===== config.mk =====
export PLATFORM = sky130hd
export DESIGN_NAME = wt_watch_timer
export DESIGN_NICKNAME = d
export VERILOG_FILES = /design/src/hw/wt_pkg.sv /design/src/hw/wt_sync_rise.sv /design/src/hw/wt_watch_timer.sv
export SDC_FILE = /design/constraint.sdc
export NUM_CORES = 1
export LEC_CHECK = 0
export BUFFER_PORTS_ARGS = -buffer_cell sky130_fd_sc_hd__buf_2
export CORE_MARGIN = 3
export CORE_UTILIZATION = 49
export DETAILED_ROUTE_END_ITERATION = 12
export GPL_TIMING_DRIVEN = 0
export PLACE_DENSITY = 0.76
export SETUP_SLACK_MARGIN = 0.1
export SLEW_MARGIN = 30
export SYNTH_ARGS = -nofsm -noshare
export SYNTH_HDL_FRONTEND = slang
export SYNTH_SLANG_ARGS = --single-unit
export TNS_END_PERCENT = 5

===== constraint.sdc =====
create_clock -name ref_clk -period 1.78 [get_ports ref_clk]
set_input_delay 0.356 -clock ref_clk [delete_from_list [all_inputs] [get_ports ref_clk]]
set_output_delay 0.356 -clock ref_clk [all_outputs]
set_load 0.02 [all_outputs]

===== src/hw/wt_pkg.sv =====
package wt_pkg;

    // Register addresses on the internal bus
    localparam logic [15:0] TCS_ADDR = 16'hff42;
    localparam logic [15:0] WMC_ADDR = 16'hff4a;

    // Reset values and writable bit masks
    localparam logic [7:0] TCS_RESET = 8'h00;
    localparam logic [7:0] WMC_RESET = 8'h00;
    localparam logic [7:0] TCS_RW_MASK = 8'hf7;
    localparam logic [7:0] WMC_RW_MASK = 8'h7f;
    localparam logic [7:0] RD_UNMAPPED = 8'h00;

    // Clock select field positions
    localparam int TCS_WDOG_LSB = 0;
    localparam int TCS_SRC_BIT = 4;
    localparam int TCS_BUZ_LSB = 5;
    localparam int TCS_BUZ_EN_BIT = 7;

    // Watch mode control field positions
    localparam int WMC_FAST_BIT = 0;
    localparam int WMC_PRE_RUN_BIT = 1;
    localparam int WMC_CNT_RUN_BIT = 2;
    localparam int WMC_PERIOD_BIT = 3;
    localparam int WMC_IVL_LSB = 4;

    // Divider and counter geometry
    localparam int MAIN_DIV_W = 7;
    localparam int PRE_W = 9;
    localparam int CNT_W = 5;
    localparam int IVL_MIN_EXP = 4;
    localparam logic [2:0] IVL_MAX_CODE = 3'h5;
    localparam int FAST_EXP = 5;

    typedef struct packed {
        logic [15:0] addr;
        logic [7:0] wdata;
        logic wr;
        logic bit_wr;
        logic [2:0] bit_idx;
        logic rd;
    } wt_bus_req_t;

    typedef struct packed {
        logic [2:0] wdog_clock_sel;
        logic buzzer_enable_bit;
        logic [1:0] buzzer_freq_sel;
    } wt_sel_t;

endpackage


===== src/hw/wt_sync_rise.sv =====
`timescale 1ns/1ns
module wt_sync_rise (
    input wire logic ref_clk,
    input wire logic rst,
    input wire logic pin_in,
    output logic rise
);
    logic meta_q;
    logic sync_q;
    logic last_q;

    // Two flops before any logic reads the pin
    always_ff @(posedge ref_clk or posedge rst) begin
        if (rst) begin
            meta_q <= 1'b0;
            sync_q <= 1'b0;
            last_q <= 1'b0;
        end else begin
            meta_q <= pin_in;
            sync_q <= meta_q;
            last_q <= sync_q;
        end
    end

    assign rise = sync_q & ~last_q;
endmodule


===== src/hw/wt_watch_timer.sv =====
`timescale 1ns/1ns
module wt_watch_timer (
    input wire logic ref_clk,
    input wire logic rst,
    input wt_pkg::wt_bus_req_t bus_req,
    output logic [7:0] bus_rdata,
    input wire logic osc_tick,
    input wire logic main_clock_undivided,
    input wire logic sub_clk_pin,
    input wire logic watch_irq_flag_clr,
    input wire logic watch_irq_mask,
    output logic watch_irq_flag,
    output logic watch_irq,
    output logic interval_irq,
    output logic standby_release,
    output wt_pkg::wt_sel_t sel_out
);
    logic [7:0] tcs_q;
    logic [7:0] wmc_q;
    logic [7:0] rdata_q;
    logic half_q;
    logic [wt_pkg::MAIN_DIV_W-1:0] div_q;
    logic [wt_pkg::PRE_W-1:0] pre_q;
    logic [wt_pkg::CNT_W-1:0] cnt_q;
    logic flag_q;
    logic watch_irq_q;
    logic interval_irq_q;
    logic sub_rise;
    logic fxx_tick;
    logic fw_tick;
    logic pre_run;
    logic cnt_run;
    logic [2:0] ivl_code;
    logic watch_hit;
    logic ivl_hit;
    logic cnt_step;

    function automatic logic addr_is(input logic [15:0] a, input logic [15:0] r);
        addr_is = (a == r);
    endfunction

    // True when the low n prescaler bits are all ones
    function automatic logic low_ones(input logic [wt_pkg::PRE_W-1:0] p, input int n);
        logic r;
        r = 1'b1;
        for (int i = 0; i < wt_pkg::PRE_W; i++) begin
            if (i < n) begin
                r = r & p[i];
            end
        end
        low_ones = r;
    endfunction

    wt_sync_rise u_sub_sync (
        .ref_clk(ref_clk),
        .rst(rst),
        .pin_in(sub_clk_pin),
        .rise(sub_rise)
    );

    // Clock select register, whole-byte writes only
    always_ff @(posedge ref_clk or posedge rst) begin
        if (rst) begin
            tcs_q <= wt_pkg::TCS_RESET;
        end else if (bus_req.wr && addr_is(bus_req.addr, wt_pkg::TCS_ADDR)) begin
            tcs_q <= bus_req.wdata & wt_pkg::TCS_RW_MASK;
        end
    end

    // Mode control register, byte or single-bit writes
    always_ff @(posedge ref_clk or posedge rst) begin
        if (rst) begin
            wmc_q <= wt_pkg::WMC_RESET;
        end else if (bus_req.wr && addr_is(bus_req.addr, wt_pkg::WMC_ADDR)) begin
            wmc_q <= bus_req.wdata & wt_pkg::WMC_RW_MASK;
        end else if (bus_req.bit_wr && addr_is(bus_req.addr, wt_pkg::WMC_ADDR)) begin
            wmc_q <= (wmc_q & ~(8'h01 << bus_req.bit_idx)
                      | ({7'h00, bus_req.wdata[0]} << bus_req.bit_idx))
                     & wt_pkg::WMC_RW_MASK;
        end
    end

    // Registered read data
    always_ff @(posedge ref_clk or posedge rst) begin
        if (rst) begin
            rdata_q <= wt_pkg::RD_UNMAPPED;
        end else if (bus_req.rd) begin
            if (addr_is(bus_req.addr, wt_pkg::TCS_ADDR)) begin
                rdata_q <= tcs_q;
            end else if (addr_is(bus_req.addr, wt_pkg::WMC_ADDR)) begin
                rdata_q <= wmc_q;
            end else begin
                rdata_q <= wt_pkg::RD_UNMAPPED;
            end
        end
    end

    // Main system clock tick: oscillator or every second oscillator tick
    always_ff @(posedge ref_clk or posedge rst) begin
        if (rst) begin
            half_q <= 1'b0;
        end else if (osc_tick) begin
            half_q <= ~half_q;
        end
    end

    assign fxx_tick = osc_tick & (main_clock_undivided | half_q);

    // Divide main clock by 128
    always_ff @(posedge ref_clk or posedge rst) begin
        if (rst) begin
            div_q <= '0;
        end else if (fxx_tick) begin
            div_q <= div_q + 1'b1;
        end
    end

    assign fw_tick = tcs_q[wt_pkg::TCS_SRC_BIT] ? sub_rise
                   : (fxx_tick & (&div_q));

    assign pre_run = wmc_q[wt_pkg::WMC_PRE_RUN_BIT];
    assign cnt_run = wmc_q[wt_pkg::WMC_CNT_RUN_BIT];
    assign ivl_code = wmc_q[wt_pkg::WMC_IVL_LSB +: 3];

    // Prescaler, shared by watch and interval functions
    always_ff @(posedge ref_clk or posedge rst) begin
        if (rst) begin
            pre_q <= '0;
        end else if (!pre_run) begin
            pre_q <= '0;
        end else if (fw_tick) begin
            pre_q <= pre_q + 1'b1;
        end
    end

    assign cnt_step = fw_tick & pre_run & low_ones(pre_q, wt_pkg::PRE_W);

    // Five-bit counter fed by the prescaler carry
    always_ff @(posedge ref_clk or posedge rst) begin
        if (rst) begin
            cnt_q <= '0;
        end else if (!cnt_run) begin
            cnt_q <= '0;
        end else if (cnt_step) begin
            cnt_q <= cnt_q + 1'b1;
        end
    end

    // Watch event: fast feed, half period or full period
    always_comb begin
        if (wmc_q[wt_pkg::WMC_FAST_BIT]) begin
            watch_hit = cnt_run & fw_tick & pre_run
                      & low_ones(pre_q, wt_pkg::FAST_EXP);
        end else if (wmc_q[wt_pkg::WMC_PERIOD_BIT]) begin
            watch_hit = cnt_run & cnt_step & (&cnt_q[wt_pkg::CNT_W-2:0]);
        end else begin
            watch_hit = cnt_run & cnt_step & (&cnt_q);
        end
    end

    // Interval request; prohibited codes raise nothing
    always_comb begin
        if (ivl_code <= wt_pkg::IVL_MAX_CODE) begin
            ivl_hit = fw_tick & pre_run
                    & low_ones(pre_q, int'(ivl_code) + wt_pkg::IVL_MIN_EXP);
        end else begin
            ivl_hit = 1'b0;
        end
    end

    // Sticky watch flag; a set wins over a clear in the same cycle
    always_ff @(posedge ref_clk or posedge rst) begin
        if (rst) begin
            flag_q <= 1'b0;
        end else if (watch_hit) begin
            flag_q <= 1'b1;
        end else if (watch_irq_flag_clr) begin
            flag_q <= 1'b0;
        end
    end

    // One-cycle request pulses
    always_ff @(posedge ref_clk or posedge rst) begin
        if (rst) begin
            watch_irq_q <= 1'b0;
            interval_irq_q <= 1'b0;
        end else begin
            watch_irq_q <= watch_hit;
            interval_irq_q <= ivl_hit;
        end
    end

    assign bus_rdata = rdata_q;
    assign watch_irq_flag = flag_q;
    assign watch_irq = watch_irq_q;
    assign interval_irq = interval_irq_q;
    assign standby_release = flag_q & ~watch_irq_mask;
    assign sel_out.wdog_clock_sel = tcs_q[wt_pkg::TCS_WDOG_LSB +: 3];
    assign sel_out.buzzer_enable_bit = tcs_q[wt_pkg::TCS_BUZ_EN_BIT];
    assign sel_out.buzzer_freq_sel = tcs_q[wt_pkg::TCS_BUZ_LSB +: 2];
endmodule


==> metrics.txt <==
status=finished, violations left; failing checks=negative setup slack; r2r setup slk=-0.04 ns; CTS HTree Levels=2; clk_lat worst skew=0.30 ns; worst slew pin tran=0.601 ns; synth cell count leaders=dfrtp_1 (50), nand2_1 (18), mux2i_1 (16), nor2_1 (16), inv_1 (13); peak supply drop=0.812 mV; post-synthesis instance total=250; WP data arrival=2.02 ns; pre-CTS setup slack=-0.368 ns; initial antenna violation count=0; Final setup viols=3; layout cell share with drive strength beyond 1=28.2%; Remaining DRCs=0; Worst Setup Start Kind=flip-flop; normalized max-slew margin=59.9%; number of synthesized flops with an enable pin=0; final slew viol count=0; Post-Route WL=5.15 mm; IO Count=55; row count=25; worst hold path class=primary input to asynchronous set/reset pin; P&R area growth vs syn=18.7%; core area=0.00494 sq mm; Detailed Route Iter0 Violations=116; RSZ-0062 raised after global routing=true; max-capacitance violation count=0; Total Die Area=0.00624 sq mm; CTS tree=done; # diodes=0; fin nets=353; Final Hold Viols=0; die width=79.0 um; Synth async-reset ratio=100%; Synth area leader=dfrtp_1; Overall Power=0.00271 W; Synth top area share=48.0%; clock sink count=50; initial core utilization=52.8%; largest net degree at the start of global routing=51; final worst-path cycle share=102%; CP max FO=10; setup TNS=-0.0953 ns; Mean Syn Cell Area=10.4 sq um; global-route wire length before repair=9.07 mm; minimum clock period=1.82 ns; clock tree root driver cell=clkbuf_8; CTS max path bufs=2; FF+latch count, synth=50; Worst Setup Path Type=flip-flop to flip-flop; Pleak=1.54 nW; Via density=5.40; synthesized net count=292; fin util=62.7%; Fmax=549 MHz; top cells by area, synth=dfrtp_1 (48%), mux2i_1 (6.1%), mux2_2 (3.9%); clk_skew=0.00486 ns; routed via count=2047; worst hold slack=0.125 ns; predominant post-synthesis flop cell=dfrtp_1; crit path capture type=flip-flop; sequential share of the synthesized area=48.0%; Netlist cell types=41; Die Ht=79.0 um; Synth Warn #=0; post-synthesis cell area=0.00261 sq mm; CTS buffer count=5; antenna-violating nets left=0; GRT Overall Usage=18.1%; Final WS setup=-0.0422 ns; global route overflow=0; vias in the first global route=2095; Critical Path RT=1.98 ns; drt wl/cell=13.6 um; Hold Buf Count CTS=0; Port-buffer cells=52; most frequent cell after synthesis=dfrtp_1; Routability Congestion=0.844; PD cells=874 mW/mm^2; HPWL after DPL=3.81 mm; DR pass1 iterations=4; Worst-path clk slew=0.09 ns
==> worst max-delay path, stage by stage, from the launching register on <==
cell,delay [ns]
dfrtp_1,0.37
ha_1,0.16
o211ai_2,0.13
o41a_4,0.43
buf_6,0.16
nand4b_1,0.18
xnor2_1,0.14
and2_1,0.15
==> cell usage in the layout (no fill, tap or decap), types with 4 or more instances in the layout <==
cell	Yosys	final
nand3_1	6	6
inv_1	13	12
buf_4	6	8
ha_1	5	5
nor2_1	16	16
dfrtp_1	50	50
clkbuf_1	5	5
o22ai_1	9	9
o21ai_0	11	11
and2_1	8	8
buf_2	2	54
nand2_1	18	18
nand4_1	4	4
xor2_1	9	9
mux2_2	9	9
mux2i_1	16	16
a211oi_1	6	6
nand3b_1	4	4
nor3_1	9	9
clkbuf_8	0	5
xnor2_1	6	6
nand2b_1	8	8
==> metal layers <==
| metal | up-vias | global-route usage [%] | routed length (um) |
|---|---|---|---|
| li1 | 995 | - | - |
| met1 | 995 | 22.3 | 2290 |
| met2 | 49 | 30.6 | 2480 |
| met3 | 8 | 4.08 | 298 |
| met4 | 0 | 7.56 | 80 |
| met5 | - | 0 | 0 |
==> area by class of cell <==
cell class,count,area (sq um)
well taps,67,83.8
fillers,442,1850
multi-input cells,173,1240
inverters,13,51.3
repair buffers,54,275
clock inverters,3,45.0
clock buffers,5,68.8
plain buffers,14,85.1
flip-flops and latches,50,1250
==> what timing repair did <==
item | in CTS | in global routing
setup buffers | 2 | 0
resized for setup | 0 | 2
pin swaps | 3 | 1
endpoints found under the setup margin | 18 | 26
==> final timing paths <==
| check | startpoint | endpoint | depth (start not counted) |
|---|---|---|---|
| min reg2reg | u_sub_sync.meta_q$_DFF_PP0_ | u_sub_sync.sync_q$_DFF_PP0_ | 0 |
| max in group asynchronous | rst | tcs_q[6]$_DFFE_PP0P_ | 2 |
| max reg2reg | div_q[1]$_DFFE_PP0P_ | pre_q[5]$_DFFE_PP0P_ | 7 |
| min | rst | u_sub_sync.meta_q$_DFF_PP0_ | 2 |
| max | div_q[1]$_DFFE_PP0P_ | pre_q[5]$_DFFE_PP0P_ | 7 |
| min in group ref_clk | sub_clk_pin | u_sub_sync.meta_q$_DFF_PP0_ | 1 |
==> state kept, by name, summed over array words and instances (netlist names), 5 cells and up <==
signal and cells:
wmc_q 7, cnt_q 5, pre_q 9, bus_rdata 8, div_q 7, tcs_q 7
==> cells by family after synthesis <==
| group | count (synthesis) | share of synthesized area, % |
|---|---|---|
| multiplexers | 25 | 10.0 |
| adder cells (fa/ha/maj) | 5 | 2.40 |
| XOR/XNOR | 15 | 5.04 |
| flip-flops | 50 | 48.0 |
| AND/OR/NAND/NOR | 94 | 20.6 |
| AO/OA/AOI/OAI | 34 | 8.87 |
| buffers and inverters | 27 | 5.13 |
==> power by group <==
| part | internal, W | switching (W) |
|---|---|---|
| combinational | 0.000236 | 0.000259 |
| clock | 0.000418 | 0.000375 |
| sequential | 0.00128 | 0.000143 |
==> stage by stage <==
| step | cells | instance area [sq um] |
|---|---|---|
| after floorplan | 250 | 2610 |
| after CTS | 379 | 3080 |
| final | 379 | 3100 |
| after global routing | 379 | 3100 |
| after global placement | 369 | 2950 |
| after detailed placement | 369 | 2960 |
Power figures use the tool's default switching activity.
